## config.mk

```make
export PLATFORM = sky130hd
export DESIGN_NAME = tcpcp_top
export DESIGN_NICKNAME = d
export VERILOG_FILES = /design/src/tcpcp_pkg.sv /design/src/tcpcp_top.sv
export VERILOG_INCLUDE_DIRS = /design/src
export SDC_FILE = /design/constraint.sdc
export NUM_CORES = 1
export LEC_CHECK = 0
export ABC_CLOCK_PERIOD_IN_PS = 2650
export BUFFER_PORTS_ARGS = -buffer_cell sky130_fd_sc_hd__clkbuf_2
export CORE_ASPECT_RATIO = 0.6
export CORE_MARGIN = 2
export CORE_UTILIZATION = 55
export DETAILED_ROUTE_END_ITERATION = 8
export PLACE_DENSITY = 0.78
export SYNTH_ARGS = -nofsm -noshare
export SYNTH_HDL_FRONTEND = slang
export SYNTH_SLANG_ARGS = --single-unit
```

## constraint.sdc

```tcl
create_clock -name clk_i -period 2.65 [get_ports clk_i]
set_input_delay 0.1325 -clock clk_i [delete_from_list [all_inputs] [get_ports clk_i]]
set_output_delay 0.1325 -clock clk_i [all_outputs]
set_load 0.005 [all_outputs]
```

## src/tcpcp_consts.svh

```systemverilog
// register offsets, field positions and reset values of the channel 0 timer block
// Operation
// In output mode the complementary output is active high when its polarity bit is 0 and active low when it is 1.
// In output mode the main output treats high as active when the main polarity bit is 0 and low when it is 1.
// In input mode both polarity bits together choose the active polarity of the channel 0 input.
// With both polarity bits 0 the rising input edge is used uninverted, with only the main bit set the falling edge is used inverted, and software leaves the complementary bit clear in input mode.
// Writes to either polarity bit are ignored while the protection level is 2'b11 or 2'b10.
// The channel function is off while the enable bit is 0 and on while it is 1.
// A read of the counter register returns the 16-bit count in the low bits and zero above.
// A write to the counter register loads the written value straight into the running counter.
// The counter clock is the kernel clock divided by the divider value plus one.
// A written divider value only takes effect when it is copied to the shadow at the next update event.
// Software programs a nonzero reload value above any expected count when capturing input.
// The counter steps by one per counter clock and on reaching the reload value returns to zero with an update event.
`ifndef TCPCP_CONSTS_SVH
`define TCPCP_CONSTS_SVH

// ****************
// offsets
// ****************
`define TCPCP_OFF_CTL 8'h00
`define TCPCP_OFF_CHCTL 8'h20
`define TCPCP_OFF_CNT 8'h24
`define TCPCP_OFF_DIVIDER 8'h28
`define TCPCP_OFF_CAR 8'h2C
`define TCPCP_OFF_PROTECTION 8'h44

// ****************
// field positions
// ****************
`define TCPCP_CH_EN_BIT 0
`define TCPCP_CH_POL_BIT 1
`define TCPCP_CH_NPOL_BIT 3
`define TCPCP_CTL_CNT_EN_BIT 0
`define TCPCP_CTL_IN_MODE_BIT 1

// ****************
// values
// ****************
`define TCPCP_RST_WORD 32'h0000_0000
`define TCPCP_RST_HALF 16'h0000
`define TCPCP_LOCK_LEVEL_A 2'h3
`define TCPCP_LOCK_LEVEL_B 2'h2

`endif

```

## src/tcpcp_pkg.sv

```systemverilog
// types shared by the channel 0 timer block
package tcpcp_pkg;

    // ****************
    // channel 0 configuration
    // ****************
    typedef struct packed {
        logic compl_pol;
        logic main_pol;
        logic enable;
    } tcpcp_ch0_cfg_t;

    // ****************
    // timer control
    // ****************
    typedef struct packed {
        logic input_mode;
        logic count_en;
    } tcpcp_ctl_t;

endpackage : tcpcp_pkg

```

## src/tcpcp_top.sv

```systemverilog
// channel 0 polarity, counter and prescaler with a classic wishbone slave
//
// Local design decision: the Wishbone interface to the registers.
`timescale 1ns/10ps
`default_nettype none
`include "tcpcp_consts.svh"

module tcpcp_top (
    input wire logic clk_i,
    input wire logic rst_i,
    input wire logic cyc_i,
    input wire logic stb_i,
    input wire logic we_i,
    input wire logic [7:0] adr_i,
    input wire logic [3:0] sel_i,
    input wire logic [31:0] dat_i,
    output logic [31:0] dat_o,
    output logic ack_o,
    input wire logic filtered_edge_input_i,
    input wire logic ch0_ref_i,
    output logic ch0_output_signal_o,
    output logic ch0_compl_output_o,
    output logic ch0_capture_o,
    output logic ch0_trigger_o,
    output logic update_o
);

    // ****************
    // helpers
    // ****************
    function automatic logic tcpcp_hit(input logic [7:0] adr, input logic [7:0] off);
        return adr[7:2] == off[7:2];
    endfunction

    function automatic logic [31:0] tcpcp_merge(input logic [31:0] old,
                                                input logic [31:0] nw,
                                                input logic [3:0] sel);
        logic [31:0] res;
        res = old;
        for (int b = 0; b < 4; b++) begin
            if (sel[b]) begin
                res[b*8 +: 8] = nw[b*8 +: 8];
            end
        end
        return res;
    endfunction

    // ****************
    // bus slave
    // ****************
    logic req;
    logic wr_go;
    logic ack_q;
    logic [31:0] dat_q;
    logic [31:0] rd_word;
    tcpcp_pkg::tcpcp_ctl_t ctl_q;
    tcpcp_pkg::tcpcp_ch0_cfg_t cfg_q;
    logic [1:0] protection_level_q;
    logic [15:0] cnt_q;
    logic [15:0] divider_value_q;
    logic [15:0] divider_shadow_q;
    logic [15:0] car_q;
    logic [15:0] div_q;
    logic locked;
    logic tick;
    logic upd;
    logic cnt_wr;

    assign req = cyc_i & stb_i;
    // writes land on the edge where the master sees ack
    assign wr_go = req & we_i & ack_q;
    assign ack_o = ack_q;
    assign dat_o = dat_q;

    always_ff @(posedge clk_i) begin
        if (rst_i) begin
            ack_q <= 1'b0;
        end else begin
            ack_q <= req & ~ack_q;
        end
    end

    always_comb begin
        rd_word = `TCPCP_RST_WORD;
        if (tcpcp_hit(adr_i, `TCPCP_OFF_CTL)) begin
            rd_word[`TCPCP_CTL_CNT_EN_BIT] = ctl_q.count_en;
            rd_word[`TCPCP_CTL_IN_MODE_BIT] = ctl_q.input_mode;
        end
        if (tcpcp_hit(adr_i, `TCPCP_OFF_CHCTL)) begin
            rd_word[`TCPCP_CH_EN_BIT] = cfg_q.enable;
            rd_word[`TCPCP_CH_POL_BIT] = cfg_q.main_pol;
            rd_word[`TCPCP_CH_NPOL_BIT] = cfg_q.compl_pol;
        end
        if (tcpcp_hit(adr_i, `TCPCP_OFF_CNT)) begin
            rd_word[15:0] = cnt_q;
        end
        if (tcpcp_hit(adr_i, `TCPCP_OFF_DIVIDER)) begin
            rd_word[15:0] = divider_value_q;
        end
        if (tcpcp_hit(adr_i, `TCPCP_OFF_CAR)) begin
            rd_word[15:0] = car_q;
        end
        if (tcpcp_hit(adr_i, `TCPCP_OFF_PROTECTION)) begin
            rd_word[1:0] = protection_level_q;
        end
    end

    // read data is captured as ack rises and holds through the ack cycle
    always_ff @(posedge clk_i) begin
        if (rst_i) begin
            dat_q <= `TCPCP_RST_WORD;
        end else if (req & ~ack_q & ~we_i) begin
            dat_q <= rd_word;
        end
    end

    // ****************
    // control registers
    // ****************
    logic [31:0] wr_word;
    assign wr_word = tcpcp_merge(rd_word, dat_i, sel_i);
    assign locked = (protection_level_q == `TCPCP_LOCK_LEVEL_A)
                  | (protection_level_q == `TCPCP_LOCK_LEVEL_B);

    always_ff @(posedge clk_i) begin
        if (rst_i) begin
            ctl_q <= '0;
            protection_level_q <= 2'h0;
        end else if (wr_go) begin
            if (tcpcp_hit(adr_i, `TCPCP_OFF_CTL)) begin
                ctl_q.count_en <= wr_word[`TCPCP_CTL_CNT_EN_BIT];
                ctl_q.input_mode <= wr_word[`TCPCP_CTL_IN_MODE_BIT];
            end
            if (tcpcp_hit(adr_i, `TCPCP_OFF_PROTECTION)) begin
                protection_level_q <= wr_word[1:0];
            end
        end
    end

    always_ff @(posedge clk_i) begin
        if (rst_i) begin
            cfg_q <= '0;
        end else if (wr_go & tcpcp_hit(adr_i, `TCPCP_OFF_CHCTL)) begin
            cfg_q.enable <= wr_word[`TCPCP_CH_EN_BIT];
            if (!locked) begin
                cfg_q.main_pol <= wr_word[`TCPCP_CH_POL_BIT];
                cfg_q.compl_pol <= wr_word[`TCPCP_CH_NPOL_BIT];
            end
        end
    end

    always_ff @(posedge clk_i) begin
        if (rst_i) begin
            divider_value_q <= `TCPCP_RST_HALF;
            car_q <= `TCPCP_RST_HALF;
        end else if (wr_go) begin
            if (tcpcp_hit(adr_i, `TCPCP_OFF_DIVIDER)) begin
                divider_value_q <= wr_word[15:0];
            end
            if (tcpcp_hit(adr_i, `TCPCP_OFF_CAR)) begin
                car_q <= wr_word[15:0];
            end
        end
    end

    // ****************
    // prescaler and counter
    // ****************
    assign tick = ctl_q.count_en & (div_q == divider_shadow_q);
    assign upd = tick & (cnt_q == car_q);
    assign cnt_wr = wr_go & tcpcp_hit(adr_i, `TCPCP_OFF_CNT);

    always_ff @(posedge clk_i) begin
        if (rst_i) begin
            div_q <= `TCPCP_RST_HALF;
        end else if (!ctl_q.count_en || tick) begin
            div_q <= `TCPCP_RST_HALF;
        end else begin
            div_q <= div_q + 16'h0001;
        end
    end

    // a new divider waits in divider_value_q so a running period is never cut short
    always_ff @(posedge clk_i) begin
        if (rst_i) begin
            divider_shadow_q <= `TCPCP_RST_HALF;
        end else if (upd) begin
            divider_shadow_q <= divider_value_q;
        end
    end

    // software load beats the count step in the same cycle
    always_ff @(posedge clk_i) begin
        if (rst_i) begin
            cnt_q <= `TCPCP_RST_HALF;
        end else if (cnt_wr) begin
            cnt_q <= wr_word[15:0];
        end else if (upd) begin
            cnt_q <= `TCPCP_RST_HALF;
        end else if (tick) begin
            cnt_q <= cnt_q + 16'h0001;
        end
    end

    always_ff @(posedge clk_i) begin
        if (rst_i) begin
            update_o <= 1'b0;
        end else begin
            update_o <= upd & ~cnt_wr;
        end
    end

    // ****************
    // channel 0
    // ****************
    logic lvl_d;
    logic lvl_q;
    logic in_ok;
    logic out_act;
    // main bit inverts; a set complementary bit is a reserved input setting
    assign lvl_d = filtered_edge_input_i ^ cfg_q.main_pol;
    assign in_ok = ctl_q.input_mode & cfg_q.enable & ~cfg_q.compl_pol;
    assign out_act = ~ctl_q.input_mode & cfg_q.enable & ch0_ref_i;

    // limitation: flipping the main bit can show up as one false edge
    always_ff @(posedge clk_i) begin
        if (rst_i) begin
            lvl_q <= 1'b0;
            ch0_capture_o <= 1'b0;
            ch0_trigger_o <= 1'b0;
        end else begin
            lvl_q <= lvl_d;
            ch0_capture_o <= in_ok & lvl_d & ~lvl_q;
            ch0_trigger_o <= in_ok & lvl_d;
        end
    end

    always_ff @(posedge clk_i) begin
        if (rst_i) begin
            ch0_output_signal_o <= 1'b0;
            ch0_compl_output_o <= 1'b0;
        end else begin
            ch0_output_signal_o <= out_act ^ cfg_q.main_pol;
            ch0_compl_output_o <= out_act ^ cfg_q.compl_pol;
        end
    end
endmodule // tcpcp_top
`default_nettype wire

```

**Word level (Yosys, flattened, before mapping)**

Cells that the tools add are included.

- Register bits: 110
- Bits of input ports: 51

- Bitwise gates (word level): 27
- Reduce and logical (&&, ||, !) cells: 10
- Equality and inequality tests: 9
- Multiplexer cells: 12
- $add $sub $neg: 2

Operators with widths:

| cell | count |
|---|---|
| two-way mux 16 bit | 6 |
| adder 16 x 1 -> 16 bit, second input constant | 2 |
| equality test 16 bit | 2 |
| equality test 6 x 4 -> 1 bit, second input constant | 4 |
| AND 1 bit | 16 |
| two-way mux 8 bit | 2 |
| AND reduction 2 bit | 5 |
| NOT 1 bit | 7 |
| equality test 6 x 5 -> 1 bit, second input constant | 1 |
| zero test 6 bit | 1 |
| two-way mux 2 bit | 3 |
| equality test 2 bit, second input constant | 2 |
| nonzero test 3 bit | 1 |
| bitwise XOR 1 bit | 3 |
| OR reduction 2 bit | 1 |
| zero test 1 bit | 1 |
| logical OR 1 bit | 1 |
| two-way mux 1 bit | 1 |
| bitwise OR 1 bit | 1 |

**Logic depth before layout (Yosys ltp)**

- Word-level depth: 9
- Gate-level depth with buffers: 9

**Worst setup path after synthesis**

OpenSTA, ideal clock, no wires.

- Path kind: register to register
- Start point: register cnt_q[3]
- End point: register divider_shadow_q[10]
- Slack: 772 ps
- Required time: 2,522 ps
- Arrival time: 1,750 ps
- Cell stages (with the launch flop): 10
- Buffers on the path: 3
- Path through: dfxtp_1 -> buf_2 -> xnor2_1 -> nand4_1 -> nor4_4 -> nand3_1 -> buf_2 -> buf_6 -> mux2i_1 -> nor2_1

- Cells in the longest elaborated chain, start to end: 2

RTL lines:

| what | RTL line | text |
|---|---|---|
| start, declared | tcpcp_top.sv:59 | `logic [15:0] cnt_q;` |
| start signal, assigned | tcpcp_top.sv:195 | `` cnt_q <= `TCPCP_RST_HALF; `` |
| start signal, assigned | tcpcp_top.sv:197 | `cnt_q <= wr_word[15:0];` |
| start signal, assigned | tcpcp_top.sv:199 | `` cnt_q <= `TCPCP_RST_HALF; `` |
| equality test 16 bit | tcpcp_top.sv:170 | `assign upd = tick & (cnt_q == car_q);` |
| AND 1 bit | tcpcp_top.sv:170 |  |
| end signal, assigned | tcpcp_top.sv:186 | `` divider_shadow_q <= `TCPCP_RST_HALF; `` |
| end signal, assigned | tcpcp_top.sv:188 | `divider_shadow_q <= divider_value_q;` |
| end, declared | tcpcp_top.sv:61 | `logic [15:0] divider_shadow_q;` |

Every way passes these cells.
A chain may end at the register's enable or synchronous reset.

**Final worst setup path**

- Start point: register div_q[11]
- End point: register cnt_q[2]

- Cells in the longest elaborated chain, start to end: 5
- Elaborated cells on any way between the ends: 6

RTL lines:

| what | RTL line | text |
|---|---|---|
| start, declared | tcpcp_top.sv:63 | `logic [15:0] div_q;` |
| start signal, assigned | tcpcp_top.sv:175 | `` div_q <= `TCPCP_RST_HALF; `` |
| start signal, assigned | tcpcp_top.sv:177 | `` div_q <= `TCPCP_RST_HALF; `` |
| start signal, assigned | tcpcp_top.sv:179 | `div_q <= div_q + 16'h0001;` |
| equality test 16 bit * | tcpcp_top.sv:169 | `assign tick = ctl_q.count_en & (div_q == divider_shadow_q);` |
| AND 1 bit * | tcpcp_top.sv:169 |  |
| AND 1 bit | tcpcp_top.sv:170 |  |
| two-way mux 16 bit | tcpcp_top.sv:198 | `end else if (upd) begin` |
| two-way mux 16 bit | tcpcp_top.sv:196 | `end else if (cnt_wr) begin` |

Mark *: on every way between the ends. The rest lies on a longest branch, timed or not.

==> results.toml <==
[status]
outcome = "finished clean"

[setup_path]
r2r_end = "cnt_q[2]"
crit_chain = "xor2_1 -> nor4_1 -> and4_1 -> nand2_1 -> a211oi_1 -> a221oi_1"
critPathMaxStageDelay_ns = 0.60
cp_max_fo = 17
slowest_stage = "nor4_1"
cp.arrival_ns = 2.69
start_kind = "register"
r2r_setup_slack_ns = 0.16
cp.required_ns = 2.85
worstReg2RegStart = "div_q[11]"
reg2regPathDepth = 6
end_kind = "register"
path_class = "register to register"

[placement]
placed_cells = 808
port_buffers = 52
gp_congestion = 0.909
hpwl_um = 10100
place_area_um2 = 5790
dp_slack_ns = 0.298

[worst_hold_path]
hold_path_depth = 3
hold_class = "input pin to register"
min_to = "lvl_q"
hp-start = "filtered_edge_input_i"

[synth]
synth-seq-cells = 110
synth_ff_type = "dfxtp_1"
syn-instance-count = 654
synth_xor_area_frac = 0.0757
synth_area_leaders = "dfxtp_1 (40%), nor2_1 (6.8%), mux2i_1 (5.0%)"
synthAdderAreaFrac = 0.00450
synth_compound_area_frac = 0.158
synth_area_um2 = 5560
ys.warnings.count = 0
synth-simple-area-share = 0.223
synth_edf_count = 0
synth_top_area_frac = 0.396
async_reset_ff_frac = 0
seq_area_frac_synth = 0.396
synth_top_family_by_area = "simple AND/OR/NAND/NOR gates"
ys_types = 49
yosysTopAreaCell = "dfxtp_1"
synth_mux_area_frac = 0.0748
syn_area_per_cell_um2 = 8.50

[clock_network]
cts_setup_buffers = 0
clk_pin_slew_ns = 0.07
root_buffer = "clkbuf_16"
postCtsHoldBufs = 0
h-tree-depth = 3
clk_latency_ns = 0.35
cts_num_sinks = 110
post_cts_resize_count = 0
cts_tree = "built"
numCtsBuffers = 9
clk_path_buf_depth = 2

[cells_and_area]
antenna_cells = 0
postLayoutCoreUtil = 0.623
multi_input_comb_area_um2 = 3040
drive_gt1_frac = 0.144
final_cells = 824
design_area_um2 = 6130
num-fill-cells = 875
final_common_cell = "dfxtp_1"
final_nets = 737
seq_area_um2 = 2200
most-common-layout-cells = "dfxtp_1 (110), nor2_1 (101), clkbuf_2 (51)"
area_growth_pct = 10.3

[flow_run]
maxCapViolations = 0

[sta]
fin_skew_ns = 0.00556
finalHoldViolCount = 0
whs_ns = 0.0694
slew_viol_final = 0
max_slew_margin = 0.364
rsz0062_at_grt = "no"
tightestPinTransition_ns = 0.955
fin_setup_tns_ns = 0
layout_setup_ws_ns = 0.156
final.period_utilization = 0.941
layout_min_cycle_time_ns = 2.49
clock.fmax_mhz = 401
finalSetupViolations = 0

[pwr]
power_density_nw_per_um2 = 538
power_mw = 3.30
p_leak_nw = 2.36
ir_drop_mv = 0.423

[routing]
via_count = 4937
avgViaCountPerCell = 5.99
drc = 0
wire_per_inst_um = 17.5
drt_wl_total_um = 14400
dr.pass1.iters = 5
drt_iter0_drc = 501
drtAntennaViolNets = 0

[die]
die_x_um = 134
core_area_um2 = 9840
initial_core_util = 0.564
dieArea_um2 = 10900
row_count = 28
ios = 89
die_h_um = 81.9

[global_routing]
track_usage = 0.270
gr-total-overflow = 0
grt_pass1_wl_um = 23100
grt_pass1_vias = 4553
grt_max_degree = 37
antenna_found_initial = 0
-- synth_stat cells, types with 12 or more instances --
cell type,n
nor2_1,101
xor2_1,28
a21oi_1,38
mux2i_1,28
a211oi_1,31
xnor2_1,20
buf_4,20
dfxtp_1,110
nand3_1,22
nor3_1,21
buf_2,15
or3_1,12
o21ai_0,20
clkbuf_1,23
nand2_1,40
-- area by class of cell --
cell class,count,share of cell area
timing repair buffer,65,0.0584
inverter,7,0.00429
sequential,110,0.359
clock buffer,11,0.0412
tap,135,0.0276
multi-input combinational,491,0.496
clock inverter,5,0.0133
-- sequential cells by signal, summed over array words and instances (netlist names), 2 cells and up --
| signal | count |
|---|---|
| car_q | 16 |
| cnt_q | 16 |
| dat_o | 16 |
| div_q | 16 |
| divider_shadow_q | 16 |
| divider_value_q | 16 |
| cfg_q | 3 |
| ctl_q | 2 |
| protection_level_q | 2 |
-- cell families (layout without fill, tap and decap cells) --
| family | Yosys count | count (layout) |
|---|---|---|
| AOI/OAI and AO/OA | 133 | 133 |
| DFF | 110 | 110 |
| and+or+nand+nor | 253 | 253 |
| muxes | 39 | 39 |
| buffers and inverters | 68 | 88 |
| other | 1 | 16 |
| adders and majority gates | 2 | 2 |
| xor gates and xnor gates | 48 | 48 |
-- critical path: cells and delay by family (launching register included) --
kind,cells,cell delay [ns]
XOR/XNOR,1,0.14
flip-flops,1,0.34
AND/OR/NAND/NOR,3,1.37
AO/OA/AOI/OAI,2,0.49
-- metal layers --
layer	up-vias	global-route usage	share of wire
li1	2367	-	-
met1	2323	0.372	0.47
met2	226	0.419	0.43
met3	21	0.0605	0.083
met4	0	0.0957	0.017
met5	-	0	0
-- worst max-delay path by stage --
stage | slack, ns | cells past startpoint | to | from
3_3_place_gp | 0.35 | 6 | cnt_q[2] | div_q[11]
3_5_place_dp | 0.30 | 6 | cnt_q[1] | div_q[11]
4_1_cts | 0.27 | 6 | cnt_q[2] | div_q[11]
6_report | 0.16 | 6 | cnt_q[2] | div_q[11]
2_1_floorplan | 0.77 | 9 | divider_shadow_q[10] | cnt_q[3]
5_1_grt | 0.09 | 6 | cnt_q[12] | div_q[11]
-- report_power, final --
group | internal [mW] | leakage [nW] | switching [mW]
clock network | 0.880 | 0.162 | 0.616
logic | 0.0417 | 1.32 | 0.105
registers | 1.65 | 0.886 | 0.00184
Power figures use the tool's default switching activity.
